==> config.mk <==
export PLATFORM = sky130hd
export DESIGN_NAME = tcwa_tx_cmd_a
export DESIGN_NICKNAME = d
export VERILOG_FILES = /design/src/hdl/tcwa_pkg.sv /design/src/hdl/tcwa_cmd_decode.sv /design/src/hdl/tcwa_tx_cmd_a.sv
export SDC_FILE = /design/constraint.sdc
export NUM_CORES = 1
export LEC_CHECK = 0
export BUFFER_PORTS_ARGS = -buffer_cell sky130_fd_sc_hd__buf_2
export CAP_MARGIN = 15
export CORE_MARGIN = 3
export CORE_UTILIZATION = 30
export CTS_BUF_LIST = sky130_fd_sc_hd__clkbuf_8
export DETAILED_ROUTE_END_ITERATION = 16
export SLEW_MARGIN = 20
export SYNTH_ARGS = -nofsm -noshare
export SYNTH_HDL_FRONTEND = slang
export SYNTH_SLANG_ARGS = --single-unit
==> constraint.sdc <==
create_clock -name hclk -period 7.4 [get_ports hclk]
set_input_delay 1.48 -clock hclk [delete_from_list [all_inputs] [get_ports hclk]]
set_output_delay 1.48 -clock hclk [all_outputs]
set_load 0.01 [all_outputs]
==> src/hdl/tcwa_pkg.sv <==
package tcwa_pkg;

	////////////////////////////////////////////////////////////////////////////////
	// register byte offsets on the bus
	localparam logic [7:0] OFS_TXDATA = 8'h00;
	localparam logic [7:0] OFS_STATUS = 8'h04;
	localparam logic [7:0] OFS_INTCLR = 8'h08;
	localparam logic [7:0] OFS_INTEN = 8'h0c;
	localparam logic [7:0] OFS_CMDINFO = 8'h10;
	localparam logic [7:0] OFS_PADCNT = 8'h14;

	////////////////////////////////////////////////////////////////////////////////
	// first command word fields
	localparam int IOC_BIT = 31;
	localparam int ALIGN_HI = 25;
	localparam int ALIGN_LO = 24;
	localparam int START_HI = 20;
	localparam int START_LO = 16;
	localparam int SIZE_HI = 10;
	localparam int SIZE_LO = 0;

	localparam logic [1:0] ALIGN_4 = 2'h0;
	localparam logic [1:0] ALIGN_16 = 2'h1;
	localparam logic [1:0] ALIGN_32 = 2'h2;
	localparam logic [1:0] ALIGN_RSV = 2'h3;

	// word rounding masks for 16 and 32 byte ends
	localparam logic [9:0] ROUND_16 = 10'h003;
	localparam logic [9:0] ROUND_32 = 10'h007;

	////////////////////////////////////////////////////////////////////////////////
	// status / interrupt bits and reset values
	localparam int STS_LOADED = 0;
	localparam int STS_ERROR = 1;
	localparam int STATE_LO = 4;
	localparam logic [1:0] STS_RESET = 2'h0;
	localparam logic [1:0] EN_RESET = 2'h0;

	localparam logic [1:0] HTRANS_IDLE = 2'h0;

	typedef logic [9:0] tcwa_wcnt_t;

	typedef enum logic [1:0] {
		ST_CMDA = 2'b00,
		ST_CMDB = 2'b01,
		ST_DATA = 2'b10,
		ST_PAD = 2'b11
	} tcwa_state_e;

endpackage

==> src/hdl/tcwa_cmd_decode.sv <==
`timescale 1ns/10ps
module tcwa_cmd_decode (
	input wire logic [31:0] cmd_word, // first command word
	output logic ioc, // completion flag requested
	output logic align_bad, // reserved alignment code
	output logic [2:0] skip_words, // whole words ahead of data
	output logic [1:0] first_lane, // first valid byte lane
	output logic [1:0] end_lane, // lane just past last byte
	output tcwa_pkg::tcwa_wcnt_t data_words, // words up to last data byte
	output tcwa_pkg::tcwa_wcnt_t total_words // words including end padding
);
	import tcwa_pkg::*;

	logic [11:0] end_byte;
	logic [11:0] end_round;
	tcwa_wcnt_t round_mask;

	always_comb begin
		ioc = cmd_word[IOC_BIT];
		// bits 30:26 and 23:21 are never looked at
		skip_words = cmd_word[START_HI:START_LO+2];
		first_lane = cmd_word[START_LO+1:START_LO];
		// start offset plus byte count gives the end of valid data
		end_byte = {7'h00, cmd_word[START_HI:START_LO]} + {1'b0, cmd_word[SIZE_HI:SIZE_LO]};
		end_lane = end_byte[1:0];
		end_round = end_byte + 12'h003;
		data_words = end_round[11:2];
		align_bad = 1'b0;
		case (cmd_word[ALIGN_HI:ALIGN_LO])
			ALIGN_4: round_mask = 10'h000;
			ALIGN_16: round_mask = ROUND_16;
			ALIGN_32: round_mask = ROUND_32;
			default: begin
				// reserved code runs as plain word alignment
				round_mask = 10'h000;
				align_bad = 1'b1;
			end
		endcase
		total_words = (data_words + round_mask) & ~round_mask;
	end

endmodule

==> src/hdl/tcwa_tx_cmd_a.sv <==
// Implementation choices: the address map and the AHB-Lite register port.
`timescale 1ns/10ps
// Behaviour
// - completion bit sets loaded flag after buffer
// - loaded flag may drive host interrupt
// - alignment code 00/01/10 gives 4/16/32 bytes
// - padding words are dropped, never forwarded
// - five-bit start offset, earlier bytes ignored
// - low eleven bits are buffer byte count
// - upper offset bits skip whole words
module tcwa_tx_cmd_a (
	input wire logic hclk, // bus clock
	input wire logic hresetn, // async reset
	input wire logic hsel, // slave select
	input wire logic [31:0] haddr, // byte address
	input wire logic [1:0] htrans, // transfer type
	input wire logic hwrite, // write access
	input wire logic [2:0] hsize, // transfer size
	input wire logic [31:0] hwdata, // write data
	input wire logic hready, // bus ready in
	output logic hreadyout, // slave ready
	output logic hresp, // always okay
	output logic [31:0] hrdata, // read data
	output logic tx_valid, // word to fifo controller
	input wire logic tx_ready, // fifo controller takes word
	output logic [31:0] tx_data, // forwarded data word
	output logic [3:0] tx_ben, // valid byte lanes
	output logic tx_last, // last data word of buffer
	output logic irq // host interrupt
);
	import tcwa_pkg::*;

	////////////////////////////////////////////////////////////////////////////////
	// state
	logic hreadyout_r, hreadyout_nxt;
	logic wpend_r, wpend_nxt;
	logic rpend_r, rpend_nxt;
	logic [7:0] addr_r, addr_nxt;
	logic [31:0] hrdata_r, hrdata_nxt;
	tcwa_state_e st_r, st_nxt;
	tcwa_wcnt_t wcnt_r, wcnt_nxt;
	logic ioc_r, ioc_nxt;
	logic [1:0] align_r, align_nxt;
	logic [2:0] skip_r, skip_nxt;
	logic [1:0] flane_r, flane_nxt;
	logic [1:0] elane_r, elane_nxt;
	tcwa_wcnt_t dwords_r, dwords_nxt;
	tcwa_wcnt_t twords_r, twords_nxt;
	logic [15:0] padcnt_r, padcnt_nxt;
	logic [1:0] sts_r, sts_nxt;
	logic [1:0] en_r, en_nxt;
	logic irq_r, irq_nxt;
	logic tx_valid_r, tx_valid_nxt;
	logic [31:0] tx_data_r, tx_data_nxt;
	logic [3:0] tx_ben_r, tx_ben_nxt;
	logic tx_last_r, tx_last_nxt;

	logic dec_ioc, dec_bad;
	logic [2:0] dec_skip;
	logic [1:0] dec_flane, dec_elane;
	tcwa_wcnt_t dec_dwords, dec_twords;

	logic addr_take, dp_wr, in_data, slot_free, fwd, bus_done, word_take, load_slot, buf_done;
	logic clr_hit;
	logic [3:0] cur_ben;
	logic [1:0] sts_set;
	tcwa_wcnt_t wcnt_inc;

	tcwa_cmd_decode u_dec (
		.cmd_word(hwdata),
		.ioc(dec_ioc),
		.align_bad(dec_bad),
		.skip_words(dec_skip),
		.first_lane(dec_flane),
		.end_lane(dec_elane),
		.data_words(dec_dwords),
		.total_words(dec_twords)
	);

	////////////////////////////////////////////////////////////////////////////////
	// word handling decisions
	always_comb begin
		addr_take = hsel && hready && (htrans != HTRANS_IDLE) && htrans[1];
		dp_wr = wpend_r && (addr_r == OFS_TXDATA);
		in_data = (st_r == ST_DATA) || (st_r == ST_PAD);
		wcnt_inc = wcnt_r + 10'h001;
		cur_ben = 4'hf;
		if ((wcnt_r < {7'h00, skip_r}) || (wcnt_r >= dwords_r)) begin
			cur_ben = 4'h0;
		end else begin
			if (wcnt_r == {7'h00, skip_r}) begin
				cur_ben = cur_ben & (4'hf << flane_r);
			end
			if ((wcnt_r == dwords_r - 10'h001) && (elane_r != 2'h0)) begin
				cur_ben = cur_ben & (4'hf >> (3'd4 - {1'b0, elane_r}));
			end
		end
		// a word with no valid lane (empty buffer, odd offset) is dropped too
		fwd = dp_wr && in_data && (cur_ben != 4'h0);
		slot_free = !tx_valid_r || tx_ready;
		// only forwarded words wait on the fifo controller; the rest never stall
		bus_done = wpend_r && (!fwd || slot_free);
		word_take = dp_wr && bus_done;
		load_slot = fwd && slot_free;
		buf_done = word_take && (((st_r == ST_CMDB) && (twords_r == 10'h000))
			|| (in_data && (wcnt_inc == twords_r)));
		clr_hit = wpend_r && bus_done && (addr_r == OFS_INTCLR);
	end

	////////////////////////////////////////////////////////////////////////////////
	// next values
	always_comb begin
		hreadyout_nxt = hreadyout_r;
		wpend_nxt = wpend_r;
		rpend_nxt = rpend_r;
		addr_nxt = addr_r;
		hrdata_nxt = hrdata_r;
		st_nxt = st_r;
		wcnt_nxt = wcnt_r;
		ioc_nxt = ioc_r;
		align_nxt = align_r;
		skip_nxt = skip_r;
		flane_nxt = flane_r;
		elane_nxt = elane_r;
		dwords_nxt = dwords_r;
		twords_nxt = twords_r;
		padcnt_nxt = padcnt_r;
		en_nxt = en_r;
		sts_set = 2'h0;
		tx_valid_nxt = tx_valid_r;
		tx_data_nxt = tx_data_r;
		tx_ben_nxt = tx_ben_r;
		tx_last_nxt = tx_last_r;

		// every transfer gets at least one wait state so the data phase is registered
		if (addr_take) begin
			hreadyout_nxt = 1'b0;
			wpend_nxt = hwrite;
			rpend_nxt = !hwrite;
			addr_nxt = haddr[7:0];
		end else if (bus_done || rpend_r) begin
			hreadyout_nxt = 1'b1;
			wpend_nxt = 1'b0;
			rpend_nxt = 1'b0;
		end

		if (rpend_r) begin
			case (addr_r)
				OFS_STATUS: hrdata_nxt = {26'h000_0000, st_r, 2'h0, sts_r};
				OFS_INTEN: hrdata_nxt = {30'h0000_0000, en_r};
				OFS_CMDINFO: hrdata_nxt = {ioc_r, 5'h00, align_r, 3'h0, skip_r, flane_r, 6'h00, dwords_r};
				OFS_PADCNT: hrdata_nxt = {16'h0000, padcnt_r};
				default: hrdata_nxt = 32'h0000_0000;
			endcase
		end

		if (wpend_r && bus_done && (addr_r == OFS_INTEN)) begin
			en_nxt = hwdata[1:0];
		end

		// command words arrive before data in a fixed order
		if (word_take) begin
			case (st_r)
				ST_CMDA: begin
					ioc_nxt = dec_ioc;
					align_nxt = hwdata[ALIGN_HI:ALIGN_LO];
					skip_nxt = dec_skip;
					flane_nxt = dec_flane;
					elane_nxt = dec_elane;
					dwords_nxt = dec_dwords;
					twords_nxt = dec_twords;
					sts_set[STS_ERROR] = dec_bad;
					st_nxt = ST_CMDB;
				end
				ST_CMDB: begin
					wcnt_nxt = 10'h000;
					if (twords_r == 10'h000) begin
						st_nxt = ST_CMDA;
					end else if (dwords_r == 10'h000) begin
						st_nxt = ST_PAD;
					end else begin
						st_nxt = ST_DATA;
					end
				end
				ST_DATA, ST_PAD: begin
					wcnt_nxt = wcnt_inc;
					if (st_r == ST_PAD) begin
						padcnt_nxt = padcnt_r + 16'h0001;
					end
					if (wcnt_inc == twords_r) begin
						st_nxt = ST_CMDA;
					end else if (wcnt_inc >= dwords_r) begin
						st_nxt = ST_PAD;
					end else begin
						st_nxt = ST_DATA;
					end
				end
				default: st_nxt = ST_CMDA;
			endcase
		end

		sts_set[STS_LOADED] = buf_done && ioc_r;

		// set beats a clear arriving in the same cycle
		sts_nxt = sts_r;
		if (clr_hit) begin
			sts_nxt = sts_r & ~hwdata[1:0];
		end
		sts_nxt = sts_nxt | sts_set;

		irq_nxt = |(sts_r & en_r);

		if (load_slot) begin
			tx_valid_nxt = 1'b1;
			tx_data_nxt = hwdata;
			tx_ben_nxt = cur_ben;
			tx_last_nxt = (wcnt_r == dwords_r - 10'h001);
		end else if (tx_ready) begin
			tx_valid_nxt = 1'b0;
		end
	end

	////////////////////////////////////////////////////////////////////////////////
	// registers
	always_ff @(posedge hclk or negedge hresetn) begin
		if (!hresetn) begin
			hreadyout_r <= 1'b1;
			wpend_r <= 1'b0;
			rpend_r <= 1'b0;
			addr_r <= 8'h00;
			hrdata_r <= 32'h0000_0000;
			st_r <= ST_CMDA;
			wcnt_r <= 10'h000;
			ioc_r <= 1'b0;
			align_r <= ALIGN_4;
			skip_r <= 3'h0;
			flane_r <= 2'h0;
			elane_r <= 2'h0;
			dwords_r <= 10'h000;
			twords_r <= 10'h000;
			padcnt_r <= 16'h0000;
			sts_r <= STS_RESET;
			en_r <= EN_RESET;
			irq_r <= 1'b0;
			tx_valid_r <= 1'b0;
			tx_data_r <= 32'h0000_0000;
			tx_ben_r <= 4'h0;
			tx_last_r <= 1'b0;
		end else begin
			hreadyout_r <= hreadyout_nxt;
			wpend_r <= wpend_nxt;
			rpend_r <= rpend_nxt;
			addr_r <= addr_nxt;
			hrdata_r <= hrdata_nxt;
			st_r <= st_nxt;
			wcnt_r <= wcnt_nxt;
			ioc_r <= ioc_nxt;
			align_r <= align_nxt;
			skip_r <= skip_nxt;
			flane_r <= flane_nxt;
			elane_r <= elane_nxt;
			dwords_r <= dwords_nxt;
			twords_r <= twords_nxt;
			padcnt_r <= padcnt_nxt;
			sts_r <= sts_nxt;
			en_r <= en_nxt;
			irq_r <= irq_nxt;
			tx_valid_r <= tx_valid_nxt;
			tx_data_r <= tx_data_nxt;
			tx_ben_r <= tx_ben_nxt;
			tx_last_r <= tx_last_nxt;
		end
	end

	assign hreadyout = hreadyout_r;
	assign hresp = 1'b0;
	assign hrdata = hrdata_r;
	assign tx_valid = tx_valid_r;
	assign tx_data = tx_data_r;
	assign tx_ben = tx_ben_r;
	assign tx_last = tx_last_r;
	assign irq = irq_r;
endmodule

==> results of run 1 <==
layer usage:
| layer | wire (um) | up-vias | GRT usage, % |
|---|---|---|---|
| li1 | - | 3074 | - |
| met1 | 9400 | 3052 | 19.2 |
| met4 | 208 | 0 | 4.09 |
| met3 | 1050 | 15 | 2.97 |
| met2 | 9010 | 171 | 22.0 |
| met5 | 0 | - | 0 |
metrics by stage:
stage / cell area, um^2 / worst slack, ns
after floorplan: 7960 / 3.30
after global placement: 8720 / 2.74
after detailed placement: 8720 / 2.69
after CTS: 9110 / 3.16
after global routing: 9110 / 2.82
final: 9110 / 3.16
sequential cells by signal, summed over array words and instances (netlist names), 2 cells and up:
register	count
tx_ben	4
addr_r	8
sts_r	2
padcnt_r	16
dwords_r	10
skip_r	3
flane_r	2
wcnt_r	10
st_r	2
align_r	2
hrdata	24
en_r	2
elane_r	2
twords_r	10
tx_data	32
worst max-delay path by stage:
stage,startpoint,endpoint,slack [ns],cells past startpoint
final,hwdata[0],twords_r[9]$_DFFE_PN0P_,3.16,14
after global routing,hwdata[0],twords_r[9]$_DFFE_PN0P_,2.82,14
after CTS,hwdata[0],twords_r[9]$_DFFE_PN0P_,3.16,14
after detailed placement,hwdata[0],twords_r[7]$_DFFE_PN0P_,2.69,14
after global placement,hwdata[0],twords_r[7]$_DFFE_PN0P_,2.74,14
after floorplan,hwdata[0],twords_r[7]$_DFFE_PN0P_,3.30,13
cells in the final DEF, fill, tap and decap left out, types with 13 or more instances in the layout:
| cell | instances |
|---|---|
| nand3_1 | 25 |
| buf_2 | 109 |
| a21o_1 | 21 |
| nor3_1 | 18 |
| o21ai_0 | 67 |
| a21oi_1 | 20 |
| nor2_1 | 33 |
| nand2_1 | 112 |
| dfrtp_1 | 135 |
| clkbuf_8 | 20 |
| nand4_1 | 13 |
| xnor2_1 | 28 |
| inv_1 | 49 |
| ha_1 | 36 |
| xor2_1 | 29 |
| mux2_2 | 41 |
critical path, stage by stage:
cell and delay, ns:
buf_2 0.15, ha_1 0.25, fa_1 0.44, and3_1 0.20
nor3_1 0.29, nor2_1 0.09, xnor2_1 0.17, ha_1 0.37
nand2_1 0.07, o31ai_1 0.35, nand2b_1 0.13, nor3_1 0.31
a31oi_1 0.14, a21oi_1 0.17
report_power, final:
part / total, mW / internal [mW] / switching, mW
logic: 0.326 / 0.144 / 0.183
registers: 0.853 / 0.791 / 0.0620
clock network: 0.612 / 0.319 / 0.293
cell type report:
cell class | count | area (um^2) | share of cell area [%]
inverter | 45 | 169 | 1.85
tap | 330 | 413 | 4.53
multi-input combinational | 603 | 4150 | 45.5
clock inverter | 12 | 110 | 1.21
sequential | 136 | 3400 | 37.4
timing repair buffer | 115 | 594 | 6.52
clock buffer | 20 | 275 | 3.02
cell families after synthesis:
| logic type | count (synthesis) | synth area share [%] |
|---|---|---|
| compound gates | 172 | 13.9 |
| xor+xnor | 57 | 6.29 |
| fa+ha+maj | 39 | 6.31 |
| buf+inv | 95 | 5.24 |
| flops | 136 | 42.9 |
| mux | 45 | 6.39 |
| other cells | 1 | 0.0473 |
| simple gates | 281 | 18.9 |
==> results.json, run 1 <==
{
  "outcome": "completed",
  "min_period_ns": 4.24,
  "relSlewSlack_pct": 27.5,
  "die_w_um": 169,
  "path_clk_slew_ns": 0.08,
  "r2r_setup_slack_ns": 3.64,
  "p_per_area_mw_per_mm2": 197,
  "initial_core_util_pct": 31.0,
  "drc": 0,
  "holdPathStages": 2,
  "io_pins": 148,
  "rr_worst_depth": 10,
  "fill_cells": 2621,
  "cts_setup_buffers": 0,
  "peakVddDrop_v": 0.000106,
  "ys.flop_type": "dfrtp_1",
  "drive_above_1_share_pct": 22.8,
  "hold_viol_final": 0,
  "worstHoldStart": "tx_last$_DFFE_PN0P_",
  "timing.rr.end": "wcnt_r[0]$_DFFE_PN0P_",
  "portBuffers": 110,
  "rsz0062_at_grt": "false",
  "die-area_mm2": 0.0284,
  "clkLatencyLatePin_ns": 0.45,
  "hpwl_um": 14500,
  "num_rows": 58,
  "grt_antenna_before_repair": 0,
  "worstPathArrival_ns": 4.61,
  "fmax_mhz": 236,
  "fin_util_pct": 35.6,
  "fp.dieH_um": 169,
  "r2r_start": "dwords_r[1]$_DFFE_PN0P_",
  "cts_tree": "done",
  "placed_cells": 1229,
  "antennaDiodeCount": 0,
  "dr.pass1.iters": 4,
  "numCtsBuffers": 17,
  "whs_endpoint": "tx_last$_DFFE_PN0P_",
  "synth-edff-count": 0,
  "tightest_slew_ns": 1.08,
  "async_reset_ff_share_pct": 100,
  "synth_cell_type_count": 71,
  "avgSynthCellArea_um2": 9.60,
  "cap_violations": 0,
  "yosysTopAreaCell": "dfrtp_1",
  "yosys.area.top_type_share_pct": 42.6,
  "worstSetupStartpointType": "primary input",
  "drt_iter0_drc": 487,
  "criticalPathCategory": "primary input to flop",
  "critPathCaptureType": "flop",
  "stdcell_count": 1261,
  "p_total_mw": 1.79,
  "netlist_area_mm2": 0.00793,
  "wirelength_um": 19700,
  "grtUsageTotal_pct": 13.9,
  "ctsHtreeMaxLevel": 4,
  "yosysMostFrequentCell": "dfrtp_1",
  "grt_max_degree": 78,
  "via_count": 6312,
  "fin_nets": 1031,
  "netlist_instances": 826,
  "gp_congestion": 0.841,
  "cts_hold_buf": 0,
  "critPathRequiredTime_ns": 7.77,
  "leakage_nw": 4.31,
  "maxSlewViolCount": 0,
  "hold_slack_ns": 0.482,
  "clockRootBuffer": "clkbuf_8",
  "cts_max_path_buffers": 2,
  "timing.final.crit_share_pct": 57.3,
  "ys_seq_area_share_pct": 42.9,
  "path_max_fanout": 4,
  "grt_pass1_vias": 6228,
  "hp-class": "flop to flop",
  "cts_resized": 0,
  "ys_seq_elements": 136,
  "yosys_warnings": 0,
  "fin_skew_ns": 0.0138,
  "via_per_inst": 5.01,
  "setup_viol": 0,
  "grt_pass1_wl_um": 32100,
  "cts.sinks": 136,
  "syn_to_final_growth_pct": 14.9,
  "wl_per_cell_um": 15.6,
  "core_area_mm2": 0.0256,
  "ys_top_cells_by_area": "dfrtp_1 (43%), mux2_2 (5.8%), ha_1 (5.7%)",
  "synthTopCellsByCount": "dfrtp_1 (135), nand2_1 (113), o21ai_0 (67)",
  "overflow": 0,
  "ant_nets": 0,
  "finalSetupTns_ns": 0
}
Power figures use the tool's default switching activity.
==> run 2, diff against run 1 <==
ABC_AREA = 1   (was default)
clock period = 3.8 ns   (was 7.4 ns; I/O delays follow)
==> run 2 against run 1 <==
Via count is 14% higher. Synthesized cell count up 27%. Core utilization increased by 0.13 points. Clock power increased by 110%. Critical path type is now flop to flop. Critical endpoint is now dwords_r[7]$_DFFE_PN0P_. Largest power group is now combinational logic.
==> results.json, run 2 <==
{
  "yosys_warnings": 0,
  "cts_hold_buf": 0,
  "drt_iter0_drc": 521,
  "hpwl_um": 16400,
  "yosys.area.top_type_share_pct": 42.3,
  "peakVddDrop_v": 0.000212,
  "io_pins": 148,
  "gp_congestion": 0.901,
  "wl_per_cell_um": 14.1,
  "tightest_slew_ns": 0.894,
  "ys_seq_area_share_pct": 42.6,
  "portBuffers": 110,
  "drc": 0,
  "numCtsBuffers": 17,
  "hp-class": "primary input to asynchronous set/reset pin",
  "path_max_fanout": 28,
  "netlist_instances": 1051,
  "antennaDiodeCount": 0,
  "async_reset_ff_share_pct": 100,
  "initial_core_util_pct": 30.6,
  "ys_seq_elements": 136,
  "cts_setup_buffers": 0,
  "hold_slack_ns": 0.362,
  "clkLatencyLatePin_ns": 0.45,
  "cap_violations": 0,
  "ys_top_cells_by_area": "dfrtp_1 (42%), nand2_1 (16%), inv_1 (6.2%)",
  "grtUsageTotal_pct": 15.3,
  "via_count": 7166,
  "ys.flop_type": "dfrtp_1",
  "r2r_setup_slack_ns": 0.54,
  "p_total_mw": 5.62,
  "fmax_mhz": 307,
  "grt_antenna_before_repair": 0,
  "cp-endpoint": "dwords_r[7]$_DFFE_PN0P_",
  "timing.final.crit_share_pct": 85.9,
  "num_rows": 59,
  "synth_cell_type_count": 48,
  "netlist_area_mm2": 0.00799,
  "cp_num_cells": 13,
  "dr.pass1.iters": 5,
  "fp.dieH_um": 169,
  "grt_pass1_wl_um": 35600,
  "crit_chain": "inv_1 > ha_1 > nand2_1 > nor2_1 > nand4_1 > nand4_1 > or2_2 > nor2_1 > nand2_1 > nand3_4 > nand2_2 > o211ai_4 > o21ai_0",
  "maxSlewViolCount": 0,
  "path_buf_inv": 1,
  "hold_viol_final": 0,
  "setup_viol": 0,
  "overflow": 0,
  "largest_reg_flops": 32,
  "rsz0062_at_grt": "false",
  "via_per_inst": 4.73,
  "critPathTopFamily": "simple AND/OR/NAND/NOR gates",
  "die-area_mm2": 0.0286,
  "core_area_mm2": 0.0261,
  "synthTopCellsByCount": "nand2_1 (336), dfrtp_1 (135), inv_1 (131)",
  "max_stage_delay_ns": 0.56,
  "fin_skew_ns": 0.0134,
  "rr_worst_depth": 13,
  "grt_max_degree": 91,
  "final_common_cell": "nand2_1",
  "ant_nets": 0,
  "finalSetupTns_ns": 0,
  "leakage_nw": 5.01,
  "final_cell_mix": "nand2_1 (336), dfrtp_1 (135), inv_1 (131)",
  "min_period_ns": 3.26,
  "criticalPathCategory": "flop to flop",
  "clockRootBuffer": "clkbuf_8",
  "cts.sinks": 136,
  "avgSynthCellArea_um2": 7.60,
  "fin_nets": 1281,
  "yosysMostFrequentCell": "nand2_1",
  "worstPathArrival_ns": 3.57,
  "wirelength_um": 21400,
  "critPathRequiredTime_ns": 4.11,
  "cts_resized": 0,
  "grt_pass1_vias": 6955,
  "cts_max_path_buffers": 2,
  "cp_slowest_cell": "o211ai_4",
  "p_per_area_mw_per_mm2": 603,
  "yosysTopAreaCell": "dfrtp_1",
  "synth-edff-count": 0,
  "cts_tree": "done",
  "critPathCaptureType": "flop",
  "worstSetupStartpointType": "flop",
  "timing.rr.end": "dwords_r[7]$_DFFE_PN0P_",
  "die_w_um": 169,
  "syn_to_final_growth_pct": 16.7,
  "relSlewSlack_pct": 40.4,
  "outcome": "completed",
  "path_clk_slew_ns": 0.08,
  "drive_above_1_share_pct": 15.9,
  "ctsHtreeMaxLevel": 4,
  "r2r_start": "wcnt_r[0]$_DFFE_PN0P_",
  "critPathLaunch": "wcnt_r[0]$_DFFE_PN0P_"
}
run 2: worst min path at each step:
stage | end | cells after the start
2_1_floorplan | padcnt_r[10]$_DFFE_PN0P_ | 2
6_report | hrdata[7]$_DFFE_PN0P_ | 1
4_1_cts | hrdata[13]$_DFFE_PN0P_ | 1
3_5_place_dp | tx_data[23]$_DFFE_PN0P_ | 2
3_3_place_gp | tx_data[29]$_DFFE_PN0P_ | 2
5_1_grt | hrdata[13]$_DFFE_PN0P_ | 1
run 2: logic make-up (layout without fill, tap and decap cells):
| kind of cell | Yosys count | count (layout) | share of synthesized area [%] |
|---|---|---|---|
| simple gates | 536 | 536 | 28.9 |
| buf+inv | 166 | 288 | 8.48 |
| compound gates | 146 | 146 | 10.8 |
| flops | 136 | 136 | 42.6 |
| fa+ha+maj | 38 | 38 | 6.14 |
| xor+xnor | 28 | 28 | 3.07 |
| other cells | 1 | 9 | 0.0469 |
run 2: cell type report:
type | count | area [um^2]
clock buffer | 20 | 275
clock inverter | 12 | 141
fill | 2798 | 16800
inverter | 135 | 507
multi-input combinational | 757 | 3940
sequential | 136 | 3400
tap | 335 | 419
timing repair buffer | 121 | 639
run 2: metrics by stage:
step / std cells / area, um^2 / setup WS [ns] / util, %
floorplan: 1059 / 8020 / 0.530 / -
global placement: 1484 / 8910 / 0.140 / 34.1
detailed placement: 1484 / 8910 / 0.102 / 34.1
CTS: 1516 / 9330 / 0.542 / 35.7
global route: 1516 / 9330 / 0.155 / 35.7
finish: 1516 / 9330 / 0.537 / 35.7
run 2: worst reg2reg max path, stage by stage, from the launching register on:
cell and delay, ns:
dfrtp_1 0.54, inv_1 0.16, ha_1 0.38, nand2_1 0.09
nor2_1 0.05, nand4_1 0.09, nand4_1 0.20, or2_2 0.37
nor2_1 0.11, nand2_1 0.12, nand3_4 0.17, nand2_2 0.10
o211ai_4 0.56, o21ai_0 0.18
run 2: where the power goes:
group / total [mW] / switching [mW] / internal, mW
Sequential: 1.94 / 0.275 / 1.66
Combinational: 2.42 / 1.54 / 0.881
Clock: 1.26 / 0.620 / 0.644
Total: 5.62 / 2.43 / 3.19
run 2: routing by layer:
layer  GRT usage [%]  vias to the layer above  part of all wire, %
met1            21.3                     3313                   48
met5               0                        -                    0
met4            3.77                        0                  1.7
met3            3.96                       28                  6.3
li1                -                     3625                    -
met2            23.8                      200                   45
==> run 3, diff against run 2 <==
REMOVE_ABC_BUFFERS = 1   (was default)
clock period = 2.94 ns   (was 3.8 ns; I/O delays follow)
==> run 3 against run 2 <==
Critical path depth grew 6. Hold slack got worse by 0.33 ns. Sequential cell count unchanged. First-iteration DRC count grew 2.9%. Critical path type is now primary input to flop. Largest cell class unchanged.
==> results.json, run 3 (synthesis results as in run 2) <==
{
  "cp_slowest_cell": "fa_2",
  "critPathTopFamily": "simple AND/OR/NAND/NOR gates",
  "largest_reg_flops": 32,
  "use_met1_pct": 21.5,
  "p_per_area_mw_per_mm2": 776,
  "timing.rr.end": "hreadyout$_DFFE_PN1P_",
  "hpwl_um": 17000,
  "final_cell_mix": "nand2_1 (332), dfrtp_1 (133), inv_1 (126)",
  "drive_above_1_share_pct": 24.6,
  "grtUsageMet2_pct": 25.1,
  "initial_core_util_pct": 30.6,
  "portBuffers": 110,
  "worstPathArrival_ns": 3.21,
  "rr_worst_depth": 15,
  "wirelength_um": 22400,
  "crit_path_frequent_cell": "nand2_1",
  "drt_iter0_drc": 536,
  "numCtsBuffers": 17,
  "drc": 0,
  "cap_violations": 0,
  "final_common_cell": "nand2_1",
  "finalSetupTns_ns": 0,
  "cts_max_path_buffers": 2,
  "rsz0062_at_grt": "true",
  "grt_pass1_vias": 7198,
  "timing.final.crit_share_pct": 97.3,
  "path_max_fanout": 4,
  "globalRoute.busiestLayer": "met2",
  "fin_skew_ns": 0.0195,
  "critPathCaptureType": "flop",
  "core_area_mm2": 0.0261,
  "maxSlewViolCount": 0,
  "path_clk_slew_ns": 0.09,
  "wl_per_cell_um": 14.0,
  "cts_hold_buf": 0,
  "overflow": 0,
  "clkLatencyLatePin_ns": 0.46,
  "peakVddDrop_v": 0.000341,
  "gp_congestion": 0.908,
  "worstSetupStartpointType": "primary input",
  "use_met3_pct": 3.75,
  "die-area_mm2": 0.0286,
  "grt_pass1_wl_um": 36000,
  "p_total_mw": 7.94,
  "placed_area_mm2": 0.00955,
  "num_rows": 59,
  "grt_antenna_before_repair": 0,
  "dr.pass1.iters": 5,
  "io_pins": 148,
  "grt_max_degree": 100,
  "via_count": 7492,
  "via_per_inst": 4.67,
  "fin_nets": 1368,
  "pre_cts_ws_ns": -0.469,
  "r2r_start": "wcnt_r[5]$_DFFE_PN0P_",
  "leakage_nw": 5.43,
  "relSlewSlack_pct": 46.3,
  "antennaDiodeCount": 0,
  "fin_util_pct": 39.1,
  "grtUsageTotal_pct": 15.5,
  "fp.dieH_um": 169,
  "min_period_ns": 2.86,
  "ctsHtreeMaxLevel": 4,
  "setup_viol": 0,
  "cts.sinks": 136,
  "fmax_mhz": 350,
  "path_buf_inv": 2,
  "max_stage_delay_ns": 0.55,
  "criticalPathCategory": "primary input to flop",
  "outcome": "completed",
  "cts_tree": "done",
  "crit_chain": "buf_8 > ha_4 > fa_2 > nor2_2 > or2_1 > nor2_2 > xnor2_1 > ha_1 > nand2_1 > nand2_2 > nand4_1 > nor2_2 > nand2_1 > nor2_1 > nand2_1 > nand2_1 > nand2_1 > o21ai_1 > inv_1",
  "r2r_setup_slack_ns": 0.17,
  "syn_to_final_growth_pct": 28.0,
  "fin_area_mm2": 0.0102,
  "clockRootBuffer": "clkbuf_8",
  "hold_viol_final": 0,
  "ant_nets": 0,
  "critPathRequiredTime_ns": 3.29,
  "setup_ws_ns": 0.0808,
  "tightest_slew_ns": 0.805,
  "hp-class": "primary input to asynchronous set/reset pin",
  "die_w_um": 169
}
## run 3: what timing repair did
action,4_1_cts,5_1_grt
setup buffers,0,9
resized for setup,0,58
setup endpoints to repair,0,76
## run 3: cell type report
| class | count | area (um^2) |
|---|---|---|
| Multi-Input combinational cell | 758 | 4130 |
| Clock buffer | 20 | 275 |
| Fill cell | 2771 | 15900 |
| Clock inverter | 12 | 116 |
| Inverter | 135 | 509 |
| Tap cell | 335 | 419 |
| Timing Repair Buffer | 207 | 1370 |
| Sequential cell | 136 | 3410 |
## run 3: worst max-delay path by stage
stage / slack [ns] / start / end / depth (start not counted)
CTS: 0.01 / hwdata[0] / twords_r[9]$_DFFE_PN0P_ / 20
global placement: -0.44 / hwdata[0] / twords_r[9]$_DFFE_PN0P_ / 20
floorplan: -0.28 / wcnt_r[0]$_DFFE_PN0P_ / tx_ben[1]$_DFFE_PN0P_ / 11
global route: -0.07 / dwords_r[0]$_DFFE_PN0P_ / padcnt_r[8]$_DFFE_PN0P_ / 19
detailed placement: -0.47 / hwdata[0] / twords_r[8]$_DFFE_PN0P_ / 20
finish: 0.08 / hwdata[0] / twords_r[8]$_DFFE_PN0P_ / 19
## run 3: where the power goes
group	leakage, nW	internal (mW)	switching, mW
Sequential	1.67	2.15	0.271
Clock	0.196	0.746	0.809
Combinational	3.57	1.66	2.30
Total	5.43	4.56	3.38
## run 3: routing by layer
layer  up-vias  wire (um)  share of wire, %
met3        21       1120               5.0
met1      3506      10800                48
met5         -          0                 0
li1       3793          -                 -
met2       172      10200                46
met4         0        328               1.5
## run 3: stage by stage
step | cells | hold slack [ns]
6_report | 1603 | 0.0335
4_1_cts | 1593 | 0.0311
2_1_floorplan | 1028 | 0.292
3_5_place_dp | 1561 | 0.453
3_3_place_gp | 1561 | 0.450
5_1_grt | 1603 | 0.0287
